### src/design/rdt_pkg.sv
// Package: constants and types for the relay delay timer
package rdt_pkg;

  // ----------------------------------------
  // Timing counts in rc_timebase periods, counter widths and input count
  // ----------------------------------------
  localparam int unsigned DEBOUNCE_PERIODS = 6;
  localparam int unsigned HOLD_PERIODS     = 73728;
  localparam int          HOLD_W           = 17;
  localparam int          DEB_W            = 3;
  localparam int          NUM_IN           = 3;

  // ----------------------------------------
  // Input bit positions
  // ----------------------------------------
  localparam int IDX_FLIP   = 0;
  localparam int IDX_ACT    = 1;
  localparam int IDX_DEACT  = 2;

  // ----------------------------------------
  // Reset values and last hold count
  // ----------------------------------------
  localparam logic [NUM_IN-1:0] IN_RESET  = 3'h0;
  localparam logic [HOLD_W-1:0] HOLD_LAST = 17'h11FFF;

  // ----------------------------------------
  // Timer states
  // ----------------------------------------
  typedef enum logic [1:0]
  {
    ST_IDLE    = 2'b00,
    ST_HOLD    = 2'b01,
    ST_WAITREL = 2'b11
  } rdt_state_e;

endpackage

### src/design/rdt_debounce.sv
// Shared debounce stage for the three push-button inputs
`timescale 1ns/10ps
module rdt_debounce
  import rdt_pkg::*;
(
  // Clock, reset, enable and timebase tick
  input  wire logic              i_clk,
  input  wire logic              i_rst_n,
  input  wire logic              i_ce,
  input  wire logic              i_tick,
  // Raw and filtered levels
  input  wire logic [NUM_IN-1:0] i_raw,
  output logic      [NUM_IN-1:0] o_level
);

  logic [NUM_IN-1:0] samp_reg;
  logic [DEB_W-1:0]  cnt_reg;
  logic [DEB_W-1:0]  cnt_next;
  wire               differs = (samp_reg != o_level);
  wire               changed = (i_raw != samp_reg);
  wire               settled = (cnt_reg == DEB_W'(DEBOUNCE_PERIODS - 1));

  assign cnt_next = (changed || !differs) ? '0 : cnt_reg + DEB_W'(1);

  // ----------------------------------------
  // Sample and count on each timebase period
  // ----------------------------------------
  always_ff @(posedge i_clk or negedge i_rst_n)
  begin
    if (!i_rst_n)
    begin
      samp_reg <= IN_RESET;
      cnt_reg  <= '0;
      o_level  <= IN_RESET;
    end
    else if (i_ce && i_tick)
    begin
      samp_reg <= i_raw;
      cnt_reg  <= settled ? '0 : cnt_next;
      if (differs && !changed && settled)
        o_level <= samp_reg;
    end
  end

  // ----------------------------------------
  // Checks
  // ----------------------------------------
  property p_deb_stable;
    @(posedge i_clk) disable iff (!i_rst_n)
    $changed(o_level) |-> $past(samp_reg) == o_level && $past(cnt_reg) == 3'h5;
  endproperty
  a_deb_stable: assert property (p_deb_stable) else $error("debounce accepted early");

endmodule

### src/design/rdt_timer.sv
// Relay delay timer: debounced inputs driving a relay hold interval
// What this block does
// - Debounce interval is six timebase periods.
// - Hold interval is 73728 timebase periods from trigger.
// - Reset puts all logic idle with relay output off.
// - Relay on when triggered, off when hold interval elapses.
// - First accepted flip press in ST_IDLE turns relay on.
// - Flip press while on turns relay off, abandons count.
// - Accepted flip press inverts the relay state, except in ST_WAITREL where relay stays off.
// - Without a flip or deactivate press relay stays on until hold ends.
// - Accepted activate press without a deactivate press turns relay on and starts hold.
// - Accepted deactivate press turns relay off, ends hold.
// - No retrigger; activate while on does not restart count.
// - Held activate still times out and never reactivates.
// - Activate held at power-up triggers exactly one hold.
// - Both press and release edges are debounced.
`timescale 1ns/10ps
module rdt_timer
  import rdt_pkg::*;
(
  // Clock, reset, enable
  input  wire logic i_clk,
  input  wire logic i_rst_n,
  input  wire logic i_ce,
  // Timebase: one pulse per rc_timebase_pin period
  input  wire logic i_rc_timebase_pin,
  // Push-buttons
  input  wire logic i_flip_pushbutton,
  input  wire logic i_activate,
  input  wire logic i_deactivate,
  // Relay drive, open collector: low enable means coil pulled
  output logic      o_relay_on,
  output logic      o_relay_oe_n,
  output logic      o_hold_running
);

  // ----------------------------------------
  // Debounce
  // ----------------------------------------
  logic [NUM_IN-1:0] lvl;
  logic [NUM_IN-1:0] lvl_reg;
  rdt_state_e        state_reg;
  rdt_state_e        state_next;
  logic [HOLD_W-1:0] hold_reg;

  rdt_debounce u_deb
  (
    .i_clk   (i_clk),
    .i_rst_n (i_rst_n),
    .i_ce    (i_ce),
    .i_tick  (i_rc_timebase_pin),
    .i_raw   ({i_deactivate, i_activate, i_flip_pushbutton}),
    .o_level (lvl)
  );

  // ----------------------------------------
  // Decode
  // ----------------------------------------
  wire flip_press  = lvl[IDX_FLIP] & ~lvl_reg[IDX_FLIP];
  wire act_press   = lvl[IDX_ACT] & ~lvl_reg[IDX_ACT];
  wire deact_press = lvl[IDX_DEACT] & ~lvl_reg[IDX_DEACT];
  wire running     = (state_reg == ST_HOLD);
  wire hold_done   = running && i_rc_timebase_pin && (hold_reg == HOLD_LAST);

  always_comb
  begin
    state_next = state_reg;
    case (state_reg)
      ST_IDLE:
        if (flip_press || (act_press && !deact_press))
          state_next = ST_HOLD;
      ST_HOLD:
        if (flip_press || deact_press)
          state_next = ST_IDLE;
        else if (hold_done)
          state_next = lvl[IDX_ACT] ? ST_WAITREL : ST_IDLE;
      ST_WAITREL:
        if (!lvl[IDX_ACT] || flip_press)
          state_next = ST_IDLE;
      default:
        state_next = ST_IDLE;
    endcase
  end

  // ----------------------------------------
  // State and hold counter
  // ----------------------------------------
  always_ff @(posedge i_clk or negedge i_rst_n)
  begin
    if (!i_rst_n)
    begin
      state_reg <= ST_IDLE;
      lvl_reg   <= IN_RESET;
      hold_reg  <= '0;
    end
    else if (i_ce)
    begin
      state_reg <= state_next;
      lvl_reg   <= lvl;
      if (!running || state_next != ST_HOLD)
        hold_reg <= '0;
      else if (i_rc_timebase_pin)
        hold_reg <= hold_reg + HOLD_W'(1);
    end
  end

  assign o_relay_on     = running;
  assign o_relay_oe_n   = ~running;
  assign o_hold_running = running;

  // ----------------------------------------
  // Checks
  // ----------------------------------------
  property p_reset_off;
    @(posedge i_clk) !i_rst_n |-> !o_relay_on;
  endproperty
  a_reset_off: assert property (p_reset_off) else $error("relay on in reset");

  property p_hold_len;
    @(posedge i_clk) disable iff (!i_rst_n)
    (running && hold_reg == HOLD_LAST && i_rc_timebase_pin && i_ce && !flip_press
      && !deact_press) |=> !o_relay_on;
  endproperty
  a_hold_len: assert property (p_hold_len) else $error("hold did not end");

  property p_flip_on;
    @(posedge i_clk) disable iff (!i_rst_n)
    (i_ce && flip_press && state_reg == ST_IDLE) |=> o_relay_on;
  endproperty
  a_flip_on: assert property (p_flip_on) else $error("flip did not turn on");

  property p_flip_off;
    @(posedge i_clk) disable iff (!i_rst_n)
    (i_ce && flip_press && running) |=> !o_relay_on && hold_reg == '0;
  endproperty
  a_flip_off: assert property (p_flip_off) else $error("flip did not turn off");

  property p_deact_off;
    @(posedge i_clk) disable iff (!i_rst_n)
    (i_ce && deact_press && running) |=> !o_relay_on;
  endproperty
  a_deact_off: assert property (p_deact_off) else $error("deactivate ignored");

  property p_no_retrig;
    @(posedge i_clk) disable iff (!i_rst_n)
    (i_ce && running && act_press && !flip_press && !deact_press && !hold_done
      && i_rc_timebase_pin) |=> hold_reg == $past(hold_reg) + 17'h00001;
  endproperty
  a_no_retrig: assert property (p_no_retrig) else $error("hold restarted");

  property p_held_no_re;
    @(posedge i_clk) disable iff (!i_rst_n)
    (state_reg == ST_WAITREL && lvl[IDX_ACT]) |=> !o_relay_on;
  endproperty
  a_held_no_re: assert property (p_held_no_re) else $error("reactivated while held");

  property p_deact_idle;
    @(posedge i_clk) disable iff (!i_rst_n)
    (i_ce && deact_press && !act_press && !flip_press && state_reg == ST_IDLE)
      |=> !o_relay_on;
  endproperty
  a_deact_idle: assert property (p_deact_idle) else $error("deactivate acted");

  // ----------------------------------------
  // Enable, tick, counter, output and state checks
  // ----------------------------------------
  property p_ce_freeze;
    @(posedge i_clk) disable iff (!i_rst_n)
    !i_ce |=> $stable(state_reg) && $stable(hold_reg) && $stable(lvl);
  endproperty
  a_ce_freeze: assert property (p_ce_freeze) else $error("state moved while frozen");

  property p_tick_gate;
    @(posedge i_clk) disable iff (!i_rst_n)
    (i_ce && running && !i_rc_timebase_pin && state_next == ST_HOLD) |=> $stable(hold_reg);
  endproperty
  a_tick_gate: assert property (p_tick_gate) else $error("hold counted without tick");

  property p_oe_inv;
    @(posedge i_clk) disable iff (!i_rst_n)
    o_relay_oe_n == !o_relay_on;
  endproperty
  a_oe_inv: assert property (p_oe_inv) else $error("drive enable not inverse");

  property p_hold_start;
    @(posedge i_clk) disable iff (!i_rst_n)
    (i_ce && !running && state_next == ST_HOLD) |=> running && hold_reg == '0;
  endproperty
  a_hold_start: assert property (p_hold_start) else $error("hold not started at zero");

  property p_act_on;
    @(posedge i_clk) disable iff (!i_rst_n)
    (i_ce && act_press && !deact_press && state_reg == ST_IDLE) |=> o_relay_on;
  endproperty
  a_act_on: assert property (p_act_on) else $error("activate did not turn on");

  property p_waitrel_exit;
    @(posedge i_clk) disable iff (!i_rst_n)
    (i_ce && state_reg == ST_WAITREL && !lvl[IDX_ACT]) |=> state_reg == ST_IDLE;
  endproperty
  a_waitrel_exit: assert property (p_waitrel_exit) else $error("release not seen");

  property p_deact_clr;
    @(posedge i_clk) disable iff (!i_rst_n)
    (i_ce && deact_press && running) |=> hold_reg == '0;
  endproperty
  a_deact_clr: assert property (p_deact_clr) else $error("hold not abandoned");

  property p_done_held;
    @(posedge i_clk) disable iff (!i_rst_n)
    (i_ce && hold_done && !flip_press && !deact_press && lvl[IDX_ACT])
      |=> state_reg == ST_WAITREL;
  endproperty
  a_done_held: assert property (p_done_held) else $error("held activate not parked");

  c_flip_on:  cover property (@(posedge i_clk) disable iff (!i_rst_n) flip_press ##1 running);
  c_timeout:  cover property (@(posedge i_clk) disable iff (!i_rst_n) hold_done);
  c_waitrel:  cover property (@(posedge i_clk) disable iff (!i_rst_n) state_reg == ST_WAITREL);
  c_deact:    cover property (@(posedge i_clk) disable iff (!i_rst_n) running && deact_press);
  c_freeze:   cover property (@(posedge i_clk) disable iff (!i_rst_n) running && !i_ce);

endmodule

### config.mk
export PLATFORM = sky130hd
export DESIGN_NAME = rdt_timer
export DESIGN_NICKNAME = d
export VERILOG_FILES = /design/src/design/rdt_pkg.sv /design/src/design/rdt_debounce.sv /design/src/design/rdt_timer.sv
export SDC_FILE = /design/constraint.sdc
export NUM_CORES = 1
export LEC_CHECK = 0
export BUFFER_PORTS_ARGS = -buffer_cell sky130_fd_sc_hd__buf_4
export CAP_MARGIN = 25
export CORE_MARGIN = 1
export CORE_UTILIZATION = 45
export DETAILED_ROUTE_END_ITERATION = 10
export PLACE_DENSITY_LB_ADDON = 0.3
export SLEW_MARGIN = 25
export SYNTH_ARGS = -nofsm -noshare
export SYNTH_HDL_FRONTEND = slang
export SYNTH_SLANG_ARGS = --single-unit
### constraint.sdc
create_clock -name i_clk -period 1.5 [get_ports i_clk]
set_input_delay 0.15 -clock i_clk [delete_from_list [all_inputs] [get_ports i_clk]]
set_output_delay 0.15 -clock i_clk [all_outputs]
set_load 0.1 [all_outputs]
### Word-level counts from Yosys, hierarchy flattened

Cells that the tools add are included.
W data, S select, Z words.

* output and inout port bits: 3
* input port bits: 7
* register bits: 31

* mux-type cells: 10
* reductions and logical operators: 20
* bitwise logic cells: 7
* $add $sub $neg: 2
* eq/ne operators: 7

Operator list (count)
* $mux W17: 2
* $add A17 B1 Y17 const B: 1
* $eq A17 B17 Y1 const B: 1
* $mux W2: 5
* $logic_and A1 B1 Y1: 6
* $mux W3: 2
* $ne A3 B3 Y1: 2
* $pmux W2 S3: 1
* $logic_not A1 Y1: 5
* $logic_or A1 B1 Y1: 5
* $not A1 Y1: 4
* $reduce_and A2 Y1: 2
* $add A3 B1 Y3 const B: 1
* $and A1 B1 Y1: 3
* $eq A3 B3 Y1 const B: 1
* $eq A2 B1 Y1 const B: 1
* $eq A2 B2 Y1 const B: 1
* $logic_not A2 Y1: 1
* $ne A2 B1 Y1 const B: 1
* $reduce_bool A2 Y1: 1

### Depth between registers and ports, before layout

* depth in word-level cells: 11
* gate-level depth with buffers: 6
* gate-level depth less buffers: 6

### Modules after synthesis

Synthesis repeated with hierarchy kept, for this count alone.

* cell total of the unflattened synthesis: 181
* area, all modules: 1803.0 µm²

By module, submodules not included
* rdt_timer: sequential area each 550.5 µm², cells each 141, times used 1, area an instance 1327.5 µm²
* rdt_debounce: sequential area each 225.2 µm², cells each 40, times used 1, area an instance 475.5 µm²

### Worst setup path after synthesis

No wires, ideal clock.

* path kind: flip-flop to flip-flop
* start: reg state_reg[1]
* end: reg hold_reg[14]
* arrival time: 2.179 ns
* slack: -0.753 ns
* clock period less this slack: 2.253 ns
* cell stages (with the launch flop): 7
* cell sequence: dfrtp_1 -> and2b_2 -> inv_2 -> o31a_1 -> a31o_4 -> buf_12 -> a21oi_4

* word-level cells in the longest chain between the ends: 10
* elaborated cells on any way between the ends: 16
* classes of those cells: eq/ne: 3; mux: 6; reduce/logical: 7

Ends and longest elaborated chain
* from (decl): line rdt_timer.sv:42 `rdt_state_e state_reg;`
* from (signal assigned): line rdt_timer.sv:98 `state_reg <= state_next;`
* $eq A2 B1 Y1 (*): line rdt_timer.sv:62 `wire running = (state_reg == ST_HOLD);`
* net o_hold_running: line rdt_timer.sv:34 `output logic o_hold_running`
* $logic_and A1 B1 Y1 (2 in series): line rdt_timer.sv:63 `wire hold_done = running && i_rc_timebase_pin && (hold_reg == HOLD_LAST);`
* $mux W2: line rdt_timer.sv:75 `else if (hold_done)`
* $mux W2: line rdt_timer.sv:73 `if (flip_press || deact_press)`
* $pmux W2 S3: line rdt_timer.sv:68 `case (state_reg)`
* $ne A2 B1 Y1: line rdt_timer.sv:100 `if (!running || state_next != ST_HOLD)`
* $logic_or A1 B1 Y1 (*): line rdt_timer.sv:100
* $reduce_bool A2 Y1 (no source line)
* $reduce_and A2 Y1 (no source line)
* to (signal assigned): line rdt_timer.sv:103 `hold_reg <= hold_reg + HOLD_W'(1);`
* to (decl): line rdt_timer.sv:44 `logic [HOLD_W-1:0] hold_reg;`

Mark *: on every way through the listed nets, which the timed path passes. The rest lies on a longest branch.
A chain may end at the register's enable or synchronous reset.

### Worst setup path in the final report

* start: reg hold_reg[1]
* end: reg hold_reg[14]

* word-level cells in the longest chain between the ends: 9
* elaborated cells on any way between the ends: 12
* classes of those cells: add/sub: 1; eq/ne: 2; mux: 5; reduce/logical: 4

Ends and longest elaborated chain (line)
* $eq A17 B17 Y1: rdt_timer.sv:63
* $logic_and A1 B1 Y1: rdt_timer.sv:63
* $mux W2: rdt_timer.sv:75
* $mux W2: rdt_timer.sv:73
* $pmux W2 S3: rdt_timer.sv:68
* $ne A2 B1 Y1: rdt_timer.sv:100
* $logic_or A1 B1 Y1: rdt_timer.sv:100
* $reduce_bool A2 Y1 (no source line)
* $reduce_and A2 Y1 (no source line)

Parallel ways exist; a longest one is shown, timed or not. The select of a mux whose other input is x is not followed.

==> impl_metrics.env <==
export IMPL_status="finished, violations left"
export IMPL_violations="setup timing"
export IMPL_yosys_warnings=0
export IMPL_worstRegToRegCells=5
export IMPL_fin_skew_ns=0.00745
export IMPL_cpPeakStageDelay_ns=0.43
export IMPL_crit_cells=5
export IMPL_gr_usage_all_layers=0.220
export IMPL_antenna_left=0
export IMPL_setup_worst_path_end="hold_reg[14]"
export IMPL_drive_above_1_share=0.486
export IMPL_cts_buffers=5
export IMPL_dr_pass1_iters=4
export IMPL_die_area_um2=4150
export IMPL_slew_violations=0
export IMPL_cp_startpoint="hold_reg[1]"
export IMPL_power_density_nw_per_um2=1010
export IMPL_syn_mean_instance_area_um2=10.4
export IMPL_num_io_pins=10
export IMPL_r2r_start="hold_reg[1]"
export IMPL_cts_tree="built"
export IMPL_die_w_um=64.4
export IMPL_drt_iter0_drc=116
export IMPL_hp_class="primary input to flip-flop"
export IMPL_rsz0062_at_grt="yes"
export IMPL_synth_top_cell_area_share=0.442
export IMPL_route_met3_wl_um=127
export IMPL_worstPathArrival_ns=1.77
export IMPL_wire_per_inst_um=15.8
export IMPL_crit_path_start_kind="flip-flop"
export IMPL_insertion_delay_ns=0.29
export IMPL_setup_viol=20
export IMPL_met1Wirelength_um=1760
export IMPL_worstMarginPinSlew_ns=0.430
export IMPL_rrSetupSlack_ns=-0.11
export IMPL_crit_family="compound AO/OA/AOI/OAI gates"
export IMPL_rows=22
export IMPL_p_leak_nw=1.10
export IMPL_antenna_found_initial=0
export IMPL_cp_max_fo=5
export IMPL_period_share=1.07
export IMPL_cts_buffer_depth=2
export IMPL_synth_common_cells="dfrtp_1 (31), nand2_1 (26), xor2_1 (10), nor2_4 (8)"
export IMPL_area_growth_pct=41.9
export IMPL_core_area_um2=3690
export IMPL_dp_slack_ns=-0.117
export IMPL_wl_met2_um=2340
export IMPL_period_needed_ns=1.61
export IMPL_die_h_um=64.4
export IMPL_fin_cells=270
export IMPL_vias_per_cell=5.62
export IMPL_synthMostInstantiatedCell="dfrtp_1"
export IMPL_syn_instance_count=169
export IMPL_dp_cells=255
export IMPL_clock_sinks=31
export IMPL_fin_ws_ns=-0.109
export IMPL_clock_root_buffer="clkbuf_8"
export IMPL_syn_nets=179
export IMPL_yosysTopAreaCell="dfrtp_1"
export IMPL_nets=231
export IMPL_relSlewSlack=0.710
export IMPL_fmax_mhz=622
export IMPL_synth_enable_flop_cells=0
export IMPL_dp_hpwl_um=2770
export IMPL_syn_area_um2=1750
export IMPL_overflow=0
export IMPL_top_layer_used="met4"
export IMPL_worst_path_max_delay_cell="o21ai_0"
export IMPL_htree_levels=2
export IMPL_synth_ff_type="dfrtp_1"
export IMPL_num_antenna_cells=0
export IMPL_largest_reg_flops=17
export IMPL_crit_required_ns=1.66
export IMPL_finalWeightedCongestion=0.854
export IMPL_seq_area_frac_synth=0.442
export IMPL_critPathKind="flip-flop to flip-flop"
export IMPL_path_clk_slew_ns=0.07
export IMPL_async_reset_ff_frac=1.00
export IMPL_synth_seq_cells=31
export IMPL_ir_drop_mv=0.764
export IMPL_synthTopCellsByArea="dfrtp_1 (44%), nand2_1 (5.6%), nor2_4 (5.1%)"
export IMPL_cp_cell_sequence="ha_2 > and3_4 > nand4_1 > o21ai_0 > a21oi_4"
export IMPL_grt_pass1_wl_um=6870
export IMPL_hold_viol=0
export IMPL_drv_cap=0
export IMPL_timing_rr_end="hold_reg[14]"
export IMPL_cp_end_kind="flip-flop"
export IMPL_start_util=0.476
export IMPL_grt_max_degree=32
export IMPL_drc_errors=0
export IMPL_wl_um=4270
export IMPL_crit_buf_inv=0
export IMPL_grt_pass1_vias=1478
export IMPL_vias=1517
export IMPL_ys_types=44
export IMPL_numPortBuffers=9
cell usage in the layout, fill, tap and decap left out, drive strengths merged, types with 7 or more instances in the layout:
| master | netlist | layout |
|---|---|---|
| buf | 5 | 48 |
| dfrtp | 31 | 31 |
| nand2 | 28 | 28 |
| nor2 | 12 | 12 |
| xor2 | 10 | 10 |
| o21ai | 9 | 9 |
| a21oi | 9 | 9 |
| inv | 7 | 7 |
| clkbuf | 0 | 7 |
where the power goes:
part           internal [mW]  switching, mW
clock network          0.537          0.321
registers              0.895         0.0508
logic                  0.304          0.398
how the worst min path moves through the flow:
| stage | startpoint | to | cells past startpoint |
|---|---|---|---|
| 3_3_place_gp | i_rst_n | hold_reg[9] | 1 |
| 4_1_cts | i_flip_pushbutton | u_deb.samp_reg[0] | 3 |
| 2_1_floorplan | i_rst_n | hold_reg[0] | 0 |
| 3_5_place_dp | i_rst_n | hold_reg[10] | 1 |
| 5_1_grt | i_flip_pushbutton | u_deb.samp_reg[0] | 3 |
| 6_report | i_flip_pushbutton | u_deb.samp_reg[0] | 3 |
routing by layer:
metal  up-vias  GRT usage
met5         -          0
met4         0     0.0583
met3         5     0.0528
met2        33      0.380
met1       768      0.275
li1        711          -
stage by stage:
| stage | area [um^2] | util | hold WS (ns) | setup TNS, ns | power (mW) |
|---|---|---|---|---|---|
| floorplan | 1770 | - | -0.146 | -5.56 | 1.35 |
| global placement | 2130 | 0.578 | 0.102 | -0.219 | 1.54 |
| detailed placement | 2130 | 0.578 | 0.110 | -1.21 | 1.57 |
| CTS | 2340 | 0.634 | 0.0640 | -0.598 | 2.46 |
| global route | 2490 | 0.675 | 0.0797 | -1.79 | 2.62 |
| finish | 2490 | 0.675 | 0.0698 | -0.892 | 2.50 |
logic make-up (layout without fill, tap and decap cells):
family,Yosys count,after routing,synth area share
adders and majority gates,3,3,0.0214
muxes,5,5,0.0321
and+or+nand+nor,70,70,0.245
buffers and inverters,12,65,0.0421
xor gates and xnor gates,12,12,0.0599
DFF,31,31,0.442
AOI/OAI and AO/OA,36,36,0.158
repair_timing:
item | 4_1_cts | 5_1_grt
endpoints found under the setup margin | 26 | 27
hold endpoints to repair | 31 | 0
pin swaps | 6 | 15
resized for setup | 16 | 21
hold buffers | 1 | 0
setup buffers | 2 | 3
gates cloned | 0 | 1
tightest hold or removal path: stages:
cell	delay [ns]
buf_4	0.09
nand2_1	0.04
nand2_1	0.05
layout make-up:
| class | instances | area [um^2] |
|---|---|---|
| well taps | 48 | 60.1 |
| flip-flops and latches | 31 | 776 |
| multi-input cells | 126 | 1060 |
| clock buffers | 6 | 82.6 |
| fillers | 281 | 1200 |
| inverters | 7 | 33.8 |
| clock inverters | 2 | 35.0 |
| repair buffers | 50 | 439 |
(Power assumes the default switching activity.)
